===== src/hw/bcu_pkg.sv =====
/*
  Constants, register map and types of the bus control unit.
  Assumes a 32-bit CPU address space in which bits 31..26 are ignored by the
  fixed peripheral decode and bits 31..28 by the window decode, and one system
  clock shared by all users.
*/
package bcu_pkg;

  localparam int N_REGS = 16;

  // Register addresses as the CPU sees them; only bits 11..0 are decoded
  localparam logic [31:0] OFS_CSC_LO = 32'hFFFFF060;
  localparam logic [31:0] OFS_CSC_HI = 32'hFFFFF062;
  localparam logic [31:0] OFS_WIN = 32'hFFFFF064;
  localparam logic [31:0] OFS_BEC = 32'hFFFFF068;
  localparam logic [31:0] OFS_INTERNAL_PERIPH_WAIT_CTRL = 32'hFFFFF06E;
  localparam logic [31:0] OFS_BCT_LO = 32'hFFFFF480;
  localparam logic [31:0] OFS_BCT_HI = 32'hFFFFF482;
  localparam logic [31:0] OFS_DWC_LO = 32'hFFFFF484;
  localparam logic [31:0] OFS_DWC_HI = 32'hFFFFF486;
  localparam logic [31:0] OFS_IDLE = 32'hFFFFF488;
  localparam logic [31:0] OFS_ASC = 32'hFFFFF48A;
  localparam logic [31:0] OFS_LBS = 32'hFFFFF48E;
  localparam logic [31:0] OFS_BMC = 32'hFFFFF498;
  localparam logic [31:0] OFS_PRC = 32'hFFFFF49A;
  localparam logic [31:0] OFS_READ_STROBE_DELAY_CTRL = 32'hFFFFFF00;

  // Storage slots inside the register store
  localparam logic [3:0] IDX_CSC_LO = 4'h0;
  localparam logic [3:0] IDX_CSC_HI = 4'h1;
  localparam logic [3:0] IDX_WIN = 4'h2;
  localparam logic [3:0] IDX_BEC = 4'h3;
  localparam logic [3:0] IDX_INTERNAL_PERIPH_WAIT_CTRL = 4'h4;
  localparam logic [3:0] IDX_BCT_LO = 4'h5;
  localparam logic [3:0] IDX_BCT_HI = 4'h6;
  localparam logic [3:0] IDX_DWC_LO = 4'h7;
  localparam logic [3:0] IDX_DWC_HI = 4'h8;
  localparam logic [3:0] IDX_IDLE = 4'h9;
  localparam logic [3:0] IDX_ASC = 4'hA;
  localparam logic [3:0] IDX_LBS = 4'hB;
  localparam logic [3:0] IDX_BMC = 4'hC;
  localparam logic [3:0] IDX_PRC = 4'hD;
  localparam logic [3:0] IDX_READ_STROBE_DELAY_CTRL = 4'hE;

  localparam logic [15:0] RST_CSC = 16'h2C11;
  localparam logic [15:0] RST_WIN = 16'h0000;
  localparam logic [15:0] RST_INTERNAL_PERIPH_WAIT_CTRL = 16'h0077;
  localparam logic [15:0] RST_OTHER = 16'h0000;
  localparam logic [15:0] RESET_VALS [N_REGS] = '{RST_CSC, RST_CSC, RST_WIN, RST_OTHER,
    RST_INTERNAL_PERIPH_WAIT_CTRL, RST_OTHER, RST_OTHER, RST_OTHER, RST_OTHER, RST_OTHER, RST_OTHER,
    RST_OTHER, RST_OTHER, RST_OTHER, RST_OTHER, RST_OTHER};

  // Window base register fields
  localparam int WIN_EN_BIT = 15;
  localparam int WIN_RSVD_BIT = 14;
  localparam logic [15:0] WIN_WRITE_MASK = 16'hBFFF;
  localparam logic [15:0] BYTE_REG_MASK = 16'h00FF;

  // Address map inside one 64 MB mirror (bits 25..0)
  localparam logic [13:0] FIXED_SEL = 14'h3FFF;
  localparam logic [25:0] ROM_END = 26'h00FFFFF;
  localparam logic [25:0] RAM_BASE = 26'h3FF0000;
  localparam logic [25:0] RAM_END = 26'h3FFEFFF;

  // Word returned for a refused instruction fetch
  localparam logic [31:0] NOP_WORD = 32'h00000000;

  typedef enum logic [1:0] {
    SZ_BYTE = 2'b00,
    SZ_HALF = 2'b01,
    SZ_WORD = 2'b10
  } size_t;

  typedef enum logic [2:0] {
    ST_IDLE = 3'b000,
    ST_REG = 3'b001,
    ST_RRESP = 3'b010,
    ST_EXT = 3'b011,
    ST_GAP = 3'b100
  } state_t;

  typedef struct packed {
    logic fetch;
    logic write;
    size_t size;
    logic [31:0] addr;
    logic [31:0] wdata;
  } cpu_req_t;

  typedef struct packed {
    logic [2:0] len;
    logic [1:0] off;
  } part_t;

endpackage


===== src/hw/bus_control_unit.sv =====
/*
  Bus control unit: peripheral area decode with relocatable window, fetch
  guard, misaligned access splitter and external bus with mute state.
  Assumes the CPU holds one request at a time and the external memory
  controller answers each bus cycle with ext_ack_i.
*/
// What this block does
// - Fetches from peripheral area return no-operations
// - No prefetch from RAM top into peripherals
// - Byte, halfword, word accepted at any address
// - Odd halfword becomes two byte cycles
// - Odd word becomes byte, halfword, byte
// - Word at offset two becomes two halfwords
// - External bus muted whenever no access runs
// - Mute holds address, floats data, strobes high
// - Window base bit 15 enables the window
// - Window base bits 13..0 give address 27..14
// - Window decode ignores top four address bits
// - Window base is 16-bit, whole-unit, resets zero
// - Fixed registers also answer in window top
// - Overlapping window is ignored
module bus_control_unit (
  input wire logic clk_sys_i,
  input wire logic arst_n_i,
  input wire logic cpu_req_valid_i,
  input wire bcu_pkg::cpu_req_t cpu_req_i,
  output logic cpu_busy_o,
  output logic cpu_done_o,
  output logic cpu_nop_o,
  output logic [31:0] cpu_rdata_o,
  output logic window_active_o,
  input wire logic ext_ack_i,
  input wire logic [31:0] ext_data_i,
  output logic [22:0] ext_addr_o,
  output logic [31:0] ext_data_o,
  output logic ext_data_oe_o,
  output logic ext_rd_n_o,
  output logic ext_wr_n_o,
  output logic [3:0] ext_be_n_o,
  output logic [7:0] ext_cs_n_o
);

  function automatic logic [4:0] reg_index(input logic [11:0] a);
    logic [4:0] r;
    r = 5'h00;
    if (a == bcu_pkg::OFS_CSC_LO[11:0]) r = {1'b1, bcu_pkg::IDX_CSC_LO};
    else if (a == bcu_pkg::OFS_CSC_HI[11:0]) r = {1'b1, bcu_pkg::IDX_CSC_HI};
    else if (a == bcu_pkg::OFS_WIN[11:0]) r = {1'b1, bcu_pkg::IDX_WIN};
    else if (a == bcu_pkg::OFS_BEC[11:0]) r = {1'b1, bcu_pkg::IDX_BEC};
    else if (a == bcu_pkg::OFS_INTERNAL_PERIPH_WAIT_CTRL[11:0]) r = {1'b1, bcu_pkg::IDX_INTERNAL_PERIPH_WAIT_CTRL};
    else if (a == bcu_pkg::OFS_BCT_LO[11:0]) r = {1'b1, bcu_pkg::IDX_BCT_LO};
    else if (a == bcu_pkg::OFS_BCT_HI[11:0]) r = {1'b1, bcu_pkg::IDX_BCT_HI};
    else if (a == bcu_pkg::OFS_DWC_LO[11:0]) r = {1'b1, bcu_pkg::IDX_DWC_LO};
    else if (a == bcu_pkg::OFS_DWC_HI[11:0]) r = {1'b1, bcu_pkg::IDX_DWC_HI};
    else if (a == bcu_pkg::OFS_IDLE[11:0]) r = {1'b1, bcu_pkg::IDX_IDLE};
    else if (a == bcu_pkg::OFS_ASC[11:0]) r = {1'b1, bcu_pkg::IDX_ASC};
    else if (a == bcu_pkg::OFS_LBS[11:0]) r = {1'b1, bcu_pkg::IDX_LBS};
    else if (a == bcu_pkg::OFS_BMC[11:0]) r = {1'b1, bcu_pkg::IDX_BMC};
    else if (a == bcu_pkg::OFS_PRC[11:0]) r = {1'b1, bcu_pkg::IDX_PRC};
    else if (a == bcu_pkg::OFS_READ_STROBE_DELAY_CTRL[11:0]) r = {1'b1, bcu_pkg::IDX_READ_STROBE_DELAY_CTRL};
    return r;
  endfunction

  function automatic logic is_byte_reg(input logic [3:0] idx);
    return (idx == bcu_pkg::IDX_INTERNAL_PERIPH_WAIT_CTRL) || (idx == bcu_pkg::IDX_BMC) ||
      (idx == bcu_pkg::IDX_READ_STROBE_DELAY_CTRL);
  endfunction

  function automatic logic [1:0] part_count(input bcu_pkg::size_t s, input logic [1:0] a);
    logic [1:0] n;
    n = 2'h1;
    if (s == bcu_pkg::SZ_HALF && a[0]) n = 2'h2;
    else if (s == bcu_pkg::SZ_WORD && a[0]) n = 2'h3;
    else if (s == bcu_pkg::SZ_WORD && a[1]) n = 2'h2;
    return n;
  endfunction

  // Length and byte offset of part k, in ascending address order
  function automatic bcu_pkg::part_t part_of(input bcu_pkg::size_t s, input logic [1:0] a,
                                             input logic [1:0] k);
    bcu_pkg::part_t p;
    p.len = 3'h1;
    p.off = 2'h0;
    case (s)
      bcu_pkg::SZ_HALF:
      begin
        if (a[0])
        begin
          p.off = k;
        end
        else
        begin
          p.len = 3'h2;
        end
      end
      bcu_pkg::SZ_WORD:
      begin
        if (a[0])
        begin
          p.len = (k == 2'h1) ? 3'h2 : 3'h1;
          p.off = (k == 2'h0) ? 2'h0 : ((k == 2'h1) ? 2'h1 : 2'h3);
        end
        else if (a[1])
        begin
          p.len = 3'h2;
          p.off = k[0] ? 2'h2 : 2'h0;
        end
        else
        begin
          p.len = 3'h4;
        end
      end
      default:
      begin
        p.len = 3'h1;
      end
    endcase
    return p;
  endfunction

  function automatic logic in_fixed(input logic [31:0] a);
    return a[25:12] == bcu_pkg::FIXED_SEL;
  endfunction

  function automatic logic in_ram(input logic [31:0] a);
    return (a[25:0] >= bcu_pkg::RAM_BASE) && (a[25:0] <= bcu_pkg::RAM_END);
  endfunction

  // One-hot chip select with fixed priority inside each group of four
  function automatic logic [7:0] cs_select(input logic [2:0] bank, input logic [15:0] lo,
                                           input logic [15:0] hi);
    logic [7:0] cs;
    cs = 8'h00;
    if (!bank[2])
    begin
      if (lo[{2'h0, bank[1:0]}]) cs[0] = 1'b1;
      else if (lo[{2'h2, bank[1:0]}]) cs[2] = 1'b1;
      else if (lo[{2'h1, bank[1:0]}]) cs[1] = 1'b1;
      else if (lo[{2'h3, bank[1:0]}]) cs[3] = 1'b1;
    end
    else
    begin
      if (hi[{2'h0, bank[1:0]}]) cs[7] = 1'b1;
      else if (hi[{2'h2, bank[1:0]}]) cs[5] = 1'b1;
      else if (hi[{2'h1, bank[1:0]}]) cs[6] = 1'b1;
      else if (hi[{2'h3, bank[1:0]}]) cs[4] = 1'b1;
    end
    return cs;
  endfunction

  bcu_pkg::state_t state_q, state_d;
  bcu_pkg::cpu_req_t req_q;
  logic [1:0] part_q;
  logic [1:0] nparts_q;
  logic [31:0] acc_q;
  logic [3:0] idx_q;
  logic idx_ok_q;
  logic [bcu_pkg::N_REGS-1:0][15:0] words;
  logic [15:0] reg_rdata;

  // Window decode
  wire logic [15:0] win_reg = words[bcu_pkg::IDX_WIN];
  wire logic [13:0] win_base = win_reg[13:0];
  wire logic [25:0] win_lo = {win_base[11:0], 14'h0000};
  wire logic [25:0] win_hi = {win_base[11:0], 14'h3FFF};
  wire logic win_overlap = (win_base[11:0] == bcu_pkg::FIXED_SEL[13:2]) ||
    (win_lo <= bcu_pkg::ROM_END) ||
    ((win_hi >= bcu_pkg::RAM_BASE) && (win_lo <= bcu_pkg::RAM_END));
  wire logic win_ok = win_reg[bcu_pkg::WIN_EN_BIT] && !win_overlap;

  // Request classification; bits 31..28 take no part in the window match
  wire logic [31:0] a_cur = cpu_req_i.addr;
  wire logic [31:0] a_last = cpu_req_i.addr + 32'h00000003;
  wire logic hit_win = win_ok && (a_cur[27:14] == win_base);
  wire logic hit_win_last = win_ok && (a_last[27:14] == win_base);
  wire logic is_periph = in_fixed(a_cur) || hit_win;
  wire logic reg_space = in_fixed(a_cur) || (hit_win && a_cur[13]);
  wire logic crosses = in_ram(a_cur) && (in_fixed(a_last) || hit_win_last);
  wire logic fetch_block = cpu_req_i.fetch && (is_periph || crosses);
  wire logic take = (state_q == bcu_pkg::ST_IDLE) && cpu_req_valid_i;
  wire logic take_ext = take && !fetch_block && !is_periph;

  wire logic [4:0] ridx = reg_index(a_cur[11:0]);
  wire logic size_ok = is_byte_reg(ridx[3:0]) ? (cpu_req_i.size == bcu_pkg::SZ_BYTE) :
    ((cpu_req_i.size == bcu_pkg::SZ_HALF) && !a_cur[0]);
  wire logic reg_ok = reg_space && ridx[4] && size_ok;

  // Bus cycle to issue now, either the first part or the next one
  wire logic issue = take_ext || (state_q == bcu_pkg::ST_GAP);
  wire bcu_pkg::cpu_req_t src = (state_q == bcu_pkg::ST_IDLE) ? cpu_req_i : req_q;
  wire logic [1:0] kidx = (state_q == bcu_pkg::ST_IDLE) ? 2'h0 : part_q;
  wire bcu_pkg::part_t pinfo = part_of(src.size, src.addr[1:0], kidx);
  wire logic [31:0] paddr = src.addr + {30'h0, pinfo.off};
  wire logic [7:0] cs_hit = cs_select(paddr[25:23], words[bcu_pkg::IDX_CSC_LO],
    words[bcu_pkg::IDX_CSC_HI]);

  // Part currently on the bus, used to merge read data
  wire bcu_pkg::part_t cinfo = part_of(req_q.size, req_q.addr[1:0], part_q);
  wire logic [1:0] clane = req_q.addr[1:0] + cinfo.off;
  wire logic last = (part_q == (nparts_q - 2'h1));
  wire logic ack_now = (state_q == bcu_pkg::ST_EXT) && ext_ack_i;

  logic [3:0] be;
  logic [31:0] wlanes;
  logic [31:0] merged;

  // Little-endian lane steering: byte j of the CPU word sits at address addr+j
  for (genvar l = 0; l < 4; l++)
  begin : g_lane
    wire logic [1:0] rel_w = 2'(l) - paddr[1:0];
    wire logic [1:0] rel_r = 2'(l) - cinfo.off;
    wire logic [1:0] src_lane = rel_r + clane;
    assign be[l] = {1'b0, rel_w} < pinfo.len;
    // Wrap the byte index so that disabled lanes never select past the word
    assign wlanes[8*l +: 8] = src.wdata[8*2'(rel_w + pinfo.off) +: 8];
    assign merged[8*l +: 8] = ({1'b0, rel_r} < cinfo.len) ?
      ext_data_i[8*src_lane +: 8] : acc_q[8*l +: 8];
  end

  wire logic [15:0] reg_wdata = (req_q.wdata[15:0] &
    (is_byte_reg(idx_q) ? bcu_pkg::BYTE_REG_MASK : 16'hFFFF)) &
    ((idx_q == bcu_pkg::IDX_WIN) ? bcu_pkg::WIN_WRITE_MASK : 16'hFFFF);
  wire logic reg_we = (state_q == bcu_pkg::ST_REG) && req_q.write && idx_ok_q;

  reg_store u_reg_store (
    .clk_sys_i(clk_sys_i),
    .arst_n_i(arst_n_i),
    .we_i(reg_we),
    .widx_i(idx_q),
    .wdata_i(reg_wdata),
    .ridx_i(idx_q),
    .rdata_o(reg_rdata),
    .words_o(words)
  );

  always_comb
  begin
    state_d = state_q;
    case (state_q)
      bcu_pkg::ST_IDLE:
      begin
        if (take && !fetch_block)
        begin
          state_d = is_periph ? bcu_pkg::ST_REG : bcu_pkg::ST_EXT;
        end
      end
      bcu_pkg::ST_REG:
      begin
        state_d = bcu_pkg::ST_RRESP;
      end
      bcu_pkg::ST_RRESP:
      begin
        state_d = bcu_pkg::ST_IDLE;
      end
      bcu_pkg::ST_EXT:
      begin
        if (ext_ack_i)
        begin
          state_d = last ? bcu_pkg::ST_IDLE : bcu_pkg::ST_GAP;
        end
      end
      bcu_pkg::ST_GAP:
      begin
        state_d = bcu_pkg::ST_EXT;
      end
      default:
      begin
        state_d = bcu_pkg::ST_IDLE;
      end
    endcase
  end

  wire logic done_d = (take && fetch_block) || (state_q == bcu_pkg::ST_RRESP) ||
    (ack_now && last);
  wire logic [31:0] rdata_d = (take && fetch_block) ? bcu_pkg::NOP_WORD :
    (state_q == bcu_pkg::ST_RRESP) ?
    ((idx_ok_q && !req_q.write) ? {16'h0000, reg_rdata} : 32'h00000000) :
    (ack_now && last && !req_q.write) ? merged : cpu_rdata_o;

  always_ff @(posedge clk_sys_i or negedge arst_n_i)
  begin
    if (!arst_n_i)
    begin
      state_q <= bcu_pkg::ST_IDLE;
      req_q <= '0;
      nparts_q <= 2'h1;
      idx_q <= 4'h0;
      idx_ok_q <= 1'b0;
    end
    else
    begin
      state_q <= state_d;
      if (take)
      begin
        req_q <= cpu_req_i;
        nparts_q <= part_count(cpu_req_i.size, a_cur[1:0]);
        idx_q <= ridx[3:0];
        idx_ok_q <= reg_ok;
      end
    end
  end

  // Part counter and read accumulator
  always_ff @(posedge clk_sys_i or negedge arst_n_i)
  begin
    if (!arst_n_i)
    begin
      part_q <= 2'h0;
      acc_q <= 32'h00000000;
    end
    else if (take)
    begin
      part_q <= 2'h0;
      acc_q <= 32'h00000000;
    end
    else if (ack_now)
    begin
      part_q <= part_q + 2'h1;
      acc_q <= merged;
    end
  end

  always_ff @(posedge clk_sys_i or negedge arst_n_i)
  begin
    if (!arst_n_i)
    begin
      cpu_busy_o <= 1'b0;
      cpu_done_o <= 1'b0;
      cpu_nop_o <= 1'b0;
      cpu_rdata_o <= 32'h00000000;
      window_active_o <= 1'b0;
    end
    else
    begin
      cpu_busy_o <= state_d != bcu_pkg::ST_IDLE;
      cpu_done_o <= done_d;
      cpu_nop_o <= take && fetch_block;
      cpu_rdata_o <= rdata_d;
      window_active_o <= win_ok;
    end
  end

  // External pins; the address is only ever loaded on issue, so it holds
  // the last external address throughout the mute state
  always_ff @(posedge clk_sys_i or negedge arst_n_i)
  begin
    if (!arst_n_i)
    begin
      ext_addr_o <= 23'h000000;
      ext_data_o <= 32'h00000000;
    end
    else if (issue)
    begin
      ext_addr_o <= paddr[22:0];
      ext_data_o <= wlanes;
    end
  end

  // Strobes leave the mute levels only while a part is on the bus
  always_ff @(posedge clk_sys_i or negedge arst_n_i)
  begin
    if (!arst_n_i)
    begin
      ext_data_oe_o <= 1'b0;
      ext_rd_n_o <= 1'b1;
      ext_wr_n_o <= 1'b1;
      ext_be_n_o <= 4'hF;
      ext_cs_n_o <= 8'hFF;
    end
    else if (issue)
    begin
      ext_data_oe_o <= src.write;
      ext_rd_n_o <= src.write;
      ext_wr_n_o <= !src.write;
      ext_be_n_o <= ~be;
      ext_cs_n_o <= ~cs_hit;
    end
    else if (ack_now)
    begin
      ext_data_oe_o <= 1'b0;
      ext_rd_n_o <= 1'b1;
      ext_wr_n_o <= 1'b1;
      ext_be_n_o <= 4'hF;
      ext_cs_n_o <= 8'hFF;
    end
  end

endmodule


===== src/hw/reg_store.sv =====
/*
  Register store of the bus control unit: sixteen 16-bit words with reset
  values, one write port and a registered read port.
  Assumes the caller has already checked access width and address.
*/
module reg_store (
  input wire logic clk_sys_i,
  input wire logic arst_n_i,
  input wire logic we_i,
  input wire logic [3:0] widx_i,
  input wire logic [15:0] wdata_i,
  input wire logic [3:0] ridx_i,
  output logic [15:0] rdata_o,
  output logic [bcu_pkg::N_REGS-1:0][15:0] words_o
);

  always_ff @(posedge clk_sys_i or negedge arst_n_i)
  begin
    if (!arst_n_i)
    begin
      for (int i = 0; i < bcu_pkg::N_REGS; i++)
      begin
        words_o[i] <= bcu_pkg::RESET_VALS[i];
      end
    end
    else if (we_i)
    begin
      words_o[widx_i] <= wdata_i;
    end
  end

  // Read sees the value before a write in the same cycle
  always_ff @(posedge clk_sys_i or negedge arst_n_i)
  begin
    if (!arst_n_i)
    begin
      rdata_o <= 16'h0000;
    end
    else
    begin
      rdata_o <= words_o[ridx_i];
    end
  end

endmodule


===== config.mk =====
export PLATFORM = sky130hd
export DESIGN_NAME = bus_control_unit
export DESIGN_NICKNAME = d
export VERILOG_FILES = /design/src/hw/bcu_pkg.sv /design/src/hw/bus_control_unit.sv /design/src/hw/reg_store.sv
export SDC_FILE = /design/constraint.sdc
export NUM_CORES = 1
export LEC_CHECK = 0
export BUFFER_PORTS_ARGS = -buffer_cell sky130_fd_sc_hd__buf_4
export CAP_MARGIN = 20
export CORE_ASPECT_RATIO = 1.2
export CORE_MARGIN = 3
export CORE_UTILIZATION = 60
export DETAILED_ROUTE_END_ITERATION = 16
export MAX_ROUTING_LAYER = met4
export PLACE_DENSITY = 0.8
export SYNTH_ARGS = -nofsm -noshare
export SYNTH_HDL_FRONTEND = slang
export SYNTH_HIERARCHICAL = 1
export SYNTH_SLANG_ARGS = --single-unit

===== constraint.sdc =====
create_clock -name clk_sys_i -period 7.75 [get_ports clk_sys_i]
set_input_delay 1.9375 -clock clk_sys_i [delete_from_list [all_inputs] [get_ports clk_sys_i]]
set_output_delay 1.9375 -clock clk_sys_i [all_outputs]
set_load 0.01 [all_outputs]

# ---- After elaboration in Yosys (flattened, before gate mapping)
# Index checks and enable logic that the tools add are counted.
dict set report word_totals {
  romBits 0
  elab_cells 293
  mem_bits_rw 0
  n_memories 0
  input_bits 104
  latchBits 0
  regBits 489
}
dict set report classes {
  add_sub_neg 21
  multipliers 0
  n_lt_le_gt_ge 19
  n_eq_ne 40
  n_reduce_logical 52
  shifts 8
  n_bitwise 4
  mux 110
  n_div 0
}
# operator count
set ops {}
lappend ops {{256-bit bitwise mux} 1}
lappend ops {{32-bit by 6-bit variable part select with 8-bit output} 8}
lappend ops {{32-bit two-way mux} 5}
lappend ops {{12-bit by 11-bit equality test with 1-bit output, second input constant} 9}
lappend ops {{5-bit two-way mux} 17}
lappend ops {{67-bit two-way mux} 1}
lappend ops {{16-bit binary-select mux with 4-bit select} 1}
lappend ops {{16-bit demux with 4-bit select} 1}
lappend ops {{16-bit two-way mux} 4}
lappend ops {{12-bit by 7-bit equality test with 1-bit output, second input constant} 5}
lappend ops {{26-bit >= comparator, second input constant} 2}
lappend ops {{26-bit <= comparator, second input constant} 2}
lappend ops {{8-bit two-way mux} 6}
lappend ops {{2-bit two-way mux} 21}
lappend ops {{16-bit AND} 2}
lappend ops {{28-bit by 2-bit adder with 28-bit output, second input constant} 1}
lappend ops {{14-bit equality test} 2}
lappend ops {{14-bit equality test, second input constant} 2}
lappend ops {{1-bit two-way mux} 28}
lappend ops {{26-bit by 2-bit adder with 26-bit output} 1}
lappend ops {{26-bit by 20-bit <= comparator with 1-bit output, second input constant} 1}
lappend ops {{1-bit logical AND} 25}
lappend ops {{12-bit equality test, second input constant} 2}
lappend ops {{2-bit by 3-bit < comparator with 1-bit output} 8}
lappend ops {{33 further kinds} 99}

# ---- Longest topological paths before layout
# Gate-level depths: netlist of the first run.
dict set report logic_depth {
  ltp_word 21
  ltp_mapped 22
  mapped_depth_nobuf 17
}

# ---- Hierarchy
# The synthesis of the first run kept the hierarchy.
# mod area_per_inst_um2 instances cells_per_inst
set modules_own_cells {}
lappend modules_own_cells {bus_control_unit 13185.1 1 1313}
lappend modules_own_cells {reg_store 12029.0 1 728}

# ---- Worst setup path after synthesis of the first run
# No wires, ideal clock.
dict set report synth_path {
  path_kind {input-to-reg}
  start {input cpu_req_i[65] (netlist bit)}
  end {register ext_cs_n_o[4]}
  path_stages 13
  arrival_time_ps 5746
  t_required_ps 7664
  path_buffers 1
  path_slack_ps 1918
  path_cell_list {nand2_1 -> o21ai_0 -> ha_1 -> nor4_1 -> ha_1 -> inv_1 -> fa_1 -> or4_1 -> a222oi_1 -> xnor2_1 -> buf_2 -> mux2_2 -> o41a_1}
}
dict set report synth_via {
  elab_chain_len 13
  elab_cells_between_ends 20
}
# element line_no
set synth_lines {}
lappend synth_lines {{start: declaration} bus_control_unit.sv:26} ;# input wire bcu_pkg::cpu_req_t cpu_req_i,
lappend synth_lines {{67-bit two-way mux *} bus_control_unit.sv:190} ;# wire bcu_pkg::cpu_req_t src = (state_q == bcu_pkg::ST_IDLE) ? cpu_req_i : req_q;
lappend synth_lines {{2-bit equality test or 2-bit by 1-bit equality test with 1-bit output (tied branches)} bus_control_unit.sv:84} ;# case (s)
lappend synth_lines {{2-bit case mux with 2 select lines *} bus_control_unit.sv:84}
lappend synth_lines {{26-bit by 2-bit adder with 26-bit output *} bus_control_unit.sv:193} ;# wire logic [31:0] paddr = src.addr + {30'h0, pinfo.off};
lappend synth_lines {{1-bit binary-select mux with 2-bit select} bus_control_unit.sv:146} ;# else if (hi[{2'h3, bank[1:0]}]) cs[4] = 1'b1;
lappend synth_lines {{1-bit two-way mux (not written as such)} bus_control_unit.sv:146}
lappend synth_lines {{1-bit two-way mux} bus_control_unit.sv:146}
lappend synth_lines {{1-bit two-way mux} bus_control_unit.sv:145} ;# else if (hi[{2'h1, bank[1:0]}]) cs[6] = 1'b1;
lappend synth_lines {{1-bit two-way mux} bus_control_unit.sv:144} ;# else if (hi[{2'h2, bank[1:0]}]) cs[5] = 1'b1;
lappend synth_lines {{3-bit two-way mux} bus_control_unit.sv:143} ;# if (hi[{2'h0, bank[1:0]}]) cs[7] = 1'b1;
lappend synth_lines {{4-bit two-way mux *} bus_control_unit.sv:134} ;# if (!bank[2])
lappend synth_lines {{8-bit NOT *} bus_control_unit.sv:376} ;# ext_cs_n_o <= ~cs_hit;
lappend synth_lines {{8-bit two-way mux *} bus_control_unit.sv:370} ;# else if (issue)
lappend synth_lines {{end signal: assignment} bus_control_unit.sv:376}
lappend synth_lines {{end: declaration} bus_control_unit.sv:40} ;# output logic [7:0] ext_cs_n_o
# Mark *: on every way between the ends. The rest lies on a longest branch, timed or not. The select of a mux whose other input is x is not followed.
# A chain may end at the register's enable or synchronous reset.

# ---- Worst setup path after layout of the first run
dict set report layout_path {
  start {input cpu_req_i[64] (netlist bit)}
  end {register ext_cs_n_o[2]}
}
dict set report layout_via {
  elab_chain_len 11
  elab_cells_between_ends 14
}
# element line_no
set layout_lines {}
lappend layout_lines {{67-bit two-way mux *} bus_control_unit.sv:190}
lappend layout_lines {{2-bit equality test or 2-bit by 1-bit equality test with 1-bit output (tied branches)} bus_control_unit.sv:84}
lappend layout_lines {{2-bit case mux with 2 select lines *} bus_control_unit.sv:84}
lappend layout_lines {{26-bit by 2-bit adder with 26-bit output *} bus_control_unit.sv:193}
lappend layout_lines {{1-bit binary-select mux with 2-bit select} bus_control_unit.sv:137} ;# else if (lo[{2'h2, bank[1:0]}]) cs[2] = 1'b1;
lappend layout_lines {{1-bit two-way mux (not written as such)} bus_control_unit.sv:137}
lappend layout_lines {{1-bit two-way mux} bus_control_unit.sv:137}
lappend layout_lines {{3-bit two-way mux} bus_control_unit.sv:136} ;# if (lo[{2'h0, bank[1:0]}]) cs[0] = 1'b1;
lappend layout_lines {{4-bit two-way mux *} bus_control_unit.sv:134}
lappend layout_lines {{8-bit NOT *} bus_control_unit.sv:376}
lappend layout_lines {{8-bit two-way mux *} bus_control_unit.sv:370}
# Marked as above.

==> results of run 1 <==
==> cells by family (layout without fill, tap and decap cells) <==
family | after synthesis | in the layout
compound gates | 321 | 321
xor+xnor | 54 | 54
simple gates | 410 | 410
buf+inv | 177 | 348
mux | 577 | 577
other cells | 0 | 2
fa+ha+maj | 19 | 19
flops | 483 | 483
==> cells in the mapped netlist (all sizes together) (5+ instances only) <==
cell     number  area, um2
dfrtp       452      11300
mux2        358       4070
nand2       181        679
mux2i       122       1220
o21ai       112        561
clkbuf      104        390
mux4         97       2180
nor2         65        254
a21oi        50        250
buf          46        289
xnor2        39        349
a22oi        37        278
a211oi       36        270
dfstp        31        815
nand3        30        150
inv          27        101
nor3         21        135
nor2b        19        119
a22o         18        158
ha           18        225
nand4        16        100
xor2         15        131
o211ai       13       97.6
a2bb2oi      12        105
and2         12       75.1
nand2b       11       83.8
or4          10       86.3
a21o          9       67.6
nor4          8       65.1
o31ai         8       60.1
or3           8       50.1
and3          6       37.5
a32oi         5       43.8
==> state kept, by name, summed over array words and instances, names as in the netlist, 8 cells and up <==
signal and flops:
u_reg_store/rdata_o 16, req_q 61, ext_addr_o 23, ext_data_o 32, ext_cs_n_o 8, cpu_rdata_o 32
acc_q 32, u_reg_store/words_o 256
==> cell usage in the layout, fill, tap and decap left out, drive strengths merged, types with 30 or more instances in the layout <==
| cell type | synthesis | routed |
|---|---|---|
| o21ai | 112 | 112 |
| mux2i | 122 | 122 |
| mux4 | 97 | 97 |
| dfrtp | 452 | 452 |
| nand3 | 30 | 30 |
| nor2 | 65 | 65 |
| mux2 | 358 | 358 |
| nand2 | 181 | 181 |
| a22oi | 37 | 37 |
| clkbuf | 104 | 74 |
| dfstp | 31 | 31 |
| a21oi | 50 | 50 |
| a211oi | 36 | 36 |
| xnor2 | 39 | 39 |
| buf | 46 | 231 |
==> worst max-delay path, stage by stage <==
cell and delay [ps]:
buf_4 140, mux2i_1 200, ha_1 290, o21ai_0 150
nor4_1 510, ha_1 330, inv_1 80, fa_1 560
or4_1 670, a222oi_1 450, xnor2_1 170, buf_4 260
or4b_2 620, o211a_1 240
==> area by class of cell <==
cell class	count	area, um2
Sequential cell	483	12100
Timing Repair Buffer	231	1790
Multi-Input combinational cell	1381	12400
Antenna cell	2	5.00
Inverter	27	101
Clock buffer	74	1470
Tap cell	539	674
Fill cell	2817	12400
Clock inverter	16	173
==> where the power goes <==
group | switching (mW) | internal (mW) | total, mW | leakage (nW)
Combinational | 2.23 | 1.78 | 4.01 | 6.00
Sequential | 0.526 | 2.99 | 3.51 | 6.37
Clock | 0.982 | 1.41 | 2.39 | 0.803
==> path summary, 6_finish.rpt <==
check,depth (start not counted),endpoint,from,slack [ps]
min in group asynchronous,1,ext_data_o[27],arst_n_i,1340
max in group asynchronous,2,req_q[32],arst_n_i,4970
worst max-delay path,14,ext_cs_n_o[2],cpu_req_i[64],1640
worst min-delay path,1,ext_addr_o[10],ext_addr_o[10],480
worst max register to register,14,ext_cs_n_o[2],state_q[2],1810
worst min register to register,1,ext_addr_o[10],ext_addr_o[10],480
==> per-layer routing <==
layer / global-route usage / share of wire / up-vias
met3: 0.0343 / 0.061 / 151
li1: - / - / 7809
met4: 0.112 / 0.040 / 0
met1: 0.375 / 0.40 / 9095
met5: - / 0 / -
met2: 0.488 / 0.50 / 670
==> per-stage QoR <==
stage	util	power [mW]	std cells
CTS	0.698	9.91	2750
global route	0.698	10.4	2752
finish	0.698	9.91	2753
detailed placement	0.658	7.48	2660
floorplan	-	6.18	2041
global placement	0.657	7.32	2659
==> impl_metrics.env, run 1 <==
export IMPL_fin_ws_ps=1640
export IMPL_synthAdderAreaFrac=0.00973
export IMPL_vias=17700
export IMPL_min_path_type="reg -> reg"
export IMPL_clock_root_buffer="clkbuf_16"
export IMPL_dpl_worst_slack_ps=1130
export IMPL_design_area_um2=28700
export IMPL_tns_ps=0
export IMPL_grt_pass1_vias=18000
export IMPL_synth_compound_area_share=0.0823
export IMPL_synth_top_flop_cell="dfrtp_1"
export IMPL_finalSetupViolCount=0
export IMPL_drive_gt1_frac=0.376
export IMPL_cts_hold_buf=0
export IMPL_endpoint_kind="flip-flop"
export IMPL_clk_insertion_delay_late_ps=570
export IMPL_timing_hold_ws_ps=478
export IMPL_fin_worst_skew_ps=29.8
export IMPL_cap_viol_max_count=0
export IMPL_synth_seq_area_share=0.481
export IMPL_syn_nets=2164
export IMPL_first_pass_iters=5
export IMPL_htreeDepth=2
export IMPL_avgSynthCellArea_um2=12.4
export IMPL_synth_simple_gate_area_frac=0.0805
export IMPL_setup_worst_path_start_class="primary input"
export IMPL_leakage_nw=13.2
export IMPL_cp_required_ps=8250
export IMPL_outcome="completed"
export IMPL_fmax_mhz=164
export IMPL_nets=2295
export IMPL_initial_core_util=0.613
export IMPL_maxSlewHeadroom=0.239
export IMPL_synth_enable_flop_cells=0
export IMPL_ant_nets=0
export IMPL_synth_top_family_by_area="multiplexers"
export IMPL_clockBufferDepth=3
export IMPL_area_growth_pct=14.0
export IMPL_coreArea_um2=41100
export IMPL_ys_ff_latch=483
export IMPL_crit_arrival_ps=6610
export IMPL_fin_crit_ps=6110
export IMPL_cts_sinks=483
export IMPL_path_class="in -> reg"
export IMPL_async_reset_ff_frac=1.00
export IMPL_irDropWorstVdd_v=0.000248
export IMPL_worstPathMaxFanout=13
export IMPL_clk_pin_slew_ps=60
export IMPL_drt_iter0_drc=1407
export IMPL_placedInstanceArea_um2=27100
export IMPL_die_h_um=231
export IMPL_rsz0062_at_grt="false"
export IMPL_synthXorXnorAreaFrac=0.0191
export IMPL_grt_use_total=0.295
export IMPL_wirelength_um=63400
export IMPL_muxShareOfSynthArea=0.297
export IMPL_power_density_nw_per_um2=345
export IMPL_fp_row_count=81
export IMPL_cts_setup_buffers=0
export IMPL_syn_inst=2041
export IMPL_gp_congestion=0.910
export IMPL_antenna_found_initial=1
export IMPL_synth_distinct_cells=70
export IMPL_via_per_inst=6.44
export IMPL_grt_max_degree=159
export IMPL_netlist_area_um2=25200
export IMPL_dieArea_um2=44500
export IMPL_tightestPinTransition_ps=1140
export IMPL_period_share=0.788
export IMPL_cts_tree="built"
export IMPL_final_hold_violation_count=0
export IMPL_grt_overflow=0
export IMPL_hpwlAfterDp_um=43600
export IMPL_portBuffers=205
export IMPL_avgRoutedWirePerCell_um=23.0
export IMPL_grt_pass1_wl_um=100000
export IMPL_io_pins=210
export IMPL_cts_buffers=48
export IMPL_drc=0
export IMPL_ys_warn_count=6
export IMPL_cts_resized=0
export IMPL_slew_viol_final=0
export IMPL_die_width_um=193
No activity file was read; power rests on OpenSTA's default activity.
==> run 2: changes to the inputs <==
==> constraint.sdc (replaced) <==
create_clock -name clk_sys_i -period 6.4 [get_ports clk_sys_i]
set_input_delay 1.6 -clock clk_sys_i [delete_from_list [all_inputs] [get_ports clk_sys_i]]
set_output_delay 1.6 -clock clk_sys_i [all_outputs]
set_load 0.01 [all_outputs]
==> run 2 against run 1 <==
Net effect: sequential power increased by 23%; power grew 19%; design area is 0.58% lower; combinational power increased by 19%; global-route usage is 0.30 points higher; sequential share of layout area grew 0.25 points; non-clock buffer count did not move; die area unchanged; critical endpoint is now ext_cs_n_o[5]; clock-buffer cell count increased by 3; clock skew up 2.0 ps; cell count decreased by 0.11%.
==> impl_metrics.env, run 2 (synthesized netlist as in run 1, its figures left out) <==
export IMPL_slew_viol_final=0
export IMPL_clk_insertion_delay_late_ps=590
export IMPL_seqCellArea_um2=12100
export IMPL_area_growth_pct=13.3
export IMPL_grt_pass1_vias=18000
export IMPL_fin_ws_ps=621
export IMPL_multi_input_area_um2=12400
export IMPL_leakage_nw=13.1
export IMPL_avgRoutedWirePerCell_um=23.4
export IMPL_power_clock_fraction=0.228
export IMPL_drc=0
export IMPL_fmax_mhz=173
export IMPL_irDropWorstVdd_v=0.000243
export IMPL_tns_ps=0
export IMPL_initial_core_util=0.613
export IMPL_fill_cells=2841
export IMPL_portBuffers=205
export IMPL_path_delay_family="simple AND/OR/NAND/NOR gates"
export IMPL_seq_power_share=0.366
export IMPL_min_path_type="reg -> reg"
export IMPL_p_sw_frac=0.383
export IMPL_tightestPinTransition_ps=1160
export IMPL_drive_gt1_frac=0.370
export IMPL_nets=2295
export IMPL_antenna_found_initial=1
export IMPL_dpl_worst_slack_ps=328
export IMPL_maxSlewHeadroom=0.224
export IMPL_cts_resized=0
export IMPL_power_total_mw=11.8
export IMPL_via_per_inst=6.43
export IMPL_grt_use_met3=0.0377
export IMPL_endpoint_kind="flip-flop"
export IMPL_cpPeakStageDelay_ps=770
export IMPL_wirelength_um=64300
export IMPL_timing_hold_ws_ps=480
export IMPL_finalSetupViolCount=0
export IMPL_coreArea_um2=41100
export IMPL_vias=17700
export IMPL_cp_required_ps=6890
export IMPL_crit_buf_inv=2
export IMPL_dieArea_um2=44500
export IMPL_cap_viol_max_count=0
export IMPL_cts_setup_buffers=0
export IMPL_busiest_layer="met2"
export IMPL_cts_buffers=48
export IMPL_cpMostUsedCell="ha_1"
export IMPL_power_density_nw_per_um2=411
export IMPL_p_int_mw=7.25
export IMPL_clk_pin_slew_ps=70
export IMPL_placedInstanceArea_um2=27100
export IMPL_clock_root_buffer="clkbuf_16"
export IMPL_setup_worst_path_start_class="flip-flop"
export IMPL_grt_pass1_wl_um=101000
export IMPL_fin_worst_skew_ps=31.7
export IMPL_outcome="completed"
export IMPL_first_pass_iters=8
export IMPL_power_switching_mw=4.50
export IMPL_final_cell_mix="449 x dfrtp_1, 345 x mux2_2, 226 x buf_4"
export IMPL_fp_row_count=81
export IMPL_drt_iter0_drc=1459
export IMPL_use_met2=0.494
export IMPL_largest_reg_flops=256
export IMPL_crit_arrival_ps=6270
export IMPL_clockBufferDepth=3
export IMPL_die_width_um=193
export IMPL_largest_register="u_reg_store/words_o"
export IMPL_layout_cells_most_common="dfrtp_1"
export IMPL_cts_sinks=483
export IMPL_cts_hold_buf=0
export IMPL_grt_max_degree=153
export IMPL_path_cells="nor3_2 > mux2i_1 > ha_1 > o21ai_0 > nor4_1 > ha_1 > inv_1 > fa_1 > or4_1 > a222oi_1 > xnor2_1 > buf_4 > mux4_2 > nor2_1 > a31oi_1"
export IMPL_htreeDepth=2
export IMPL_period_share=0.903
export IMPL_grt_use_total=0.298
export IMPL_gr_usage_met1=0.380
export IMPL_io_pins=210
export IMPL_fin_util=0.694
export IMPL_ant_nets=0
export IMPL_worstPathMaxFanout=13
export IMPL_design_area_um2=28600
export IMPL_grt_overflow=0
export IMPL_gp_congestion=0.923
export IMPL_path_class="reg -> reg"
export IMPL_fin_crit_ps=5780
export IMPL_cts_tree="built"
export IMPL_final_cells=2750
export IMPL_p_comb_frac=0.406
export IMPL_hpwlAfterDp_um=43900
export IMPL_crit_slowest_cell="nor3_2"
export IMPL_die_h_um=231
export IMPL_largestRegisters="u_reg_store/words_o (256), req_q (61)"
export IMPL_final_hold_violation_count=0
export IMPL_rsz0062_at_grt="false"
export IMPL_placed_cells=2660
## run 2: cell types whose count changed in the layout (fill, tap and decap cells not counted), moves of 3 or more
cell / previous run / this run
clkinvlp_4: 4 / 1
clkinv_4: 0 / 3
clkbuf_8: 15 / 7
clkinv_2: 7 / 4
bufinv_16: 3 / 0
clkbuf_1: 10 / 22
## run 2: worst reg2reg max path: cells and delay by family, from the launching register on
| family | cells | cell delay [ps] |
|---|---|---|
| AO/OA/AOI/OAI | 3 | 630 |
| XOR/XNOR | 1 | 230 |
| adder cells (fa/ha/maj) | 3 | 1150 |
| buffers and inverters | 2 | 360 |
| flip-flops | 1 | 480 |
| multiplexers | 2 | 870 |
| AND/OR/NAND/NOR | 4 | 1970 |
## run 2: per-layer routing
layer  vias to the layer above  wire length (um)
li1                       7783                 -
met1                      9101             25500
met2                       671             32500
met3                       120              3970
met4                         0              2330
met5                         -                 0
## run 2: worst paths after layout
path	end	start	cells past startpoint	slack [ps]
min in group asynchronous	req_q[28]	arst_n_i	1	1050
min	ext_addr_o[15]	ext_addr_o[15]	2	480
max reg2reg	ext_cs_n_o[5]	state_q[2]	15	620
max in group asynchronous	u_reg_store/words_o[9]	arst_n_i	2	4000
min reg2reg	ext_addr_o[15]	ext_addr_o[15]	2	480
max	ext_cs_n_o[5]	state_q[2]	15	620
## run 2: final cells by class
class                           count  share of cell area
Multi-Input combinational cell   1381               0.434
Timing Repair Buffer              231              0.0625
Antenna cell                        1           0.0000876
Tap cell                          539              0.0236
Inverter                           27             0.00355
Clock inverter                     11             0.00346
Sequential cell                   483               0.425
Clock buffer                       77              0.0483
## run 2: power by group through the flow
stage | Sequential [mW] | Combinational [mW] | Clock [mW]
2_1_floorplan | 4.11 | 3.37 | 0
3_3_place_gp | 4.29 | 4.58 | 0
3_5_place_dp | 4.34 | 4.71 | 0
4_1_cts | 4.29 | 4.75 | 2.71
5_1_grt | 4.38 | 5.21 | 2.85
6_report | 4.30 | 4.77 | 2.68
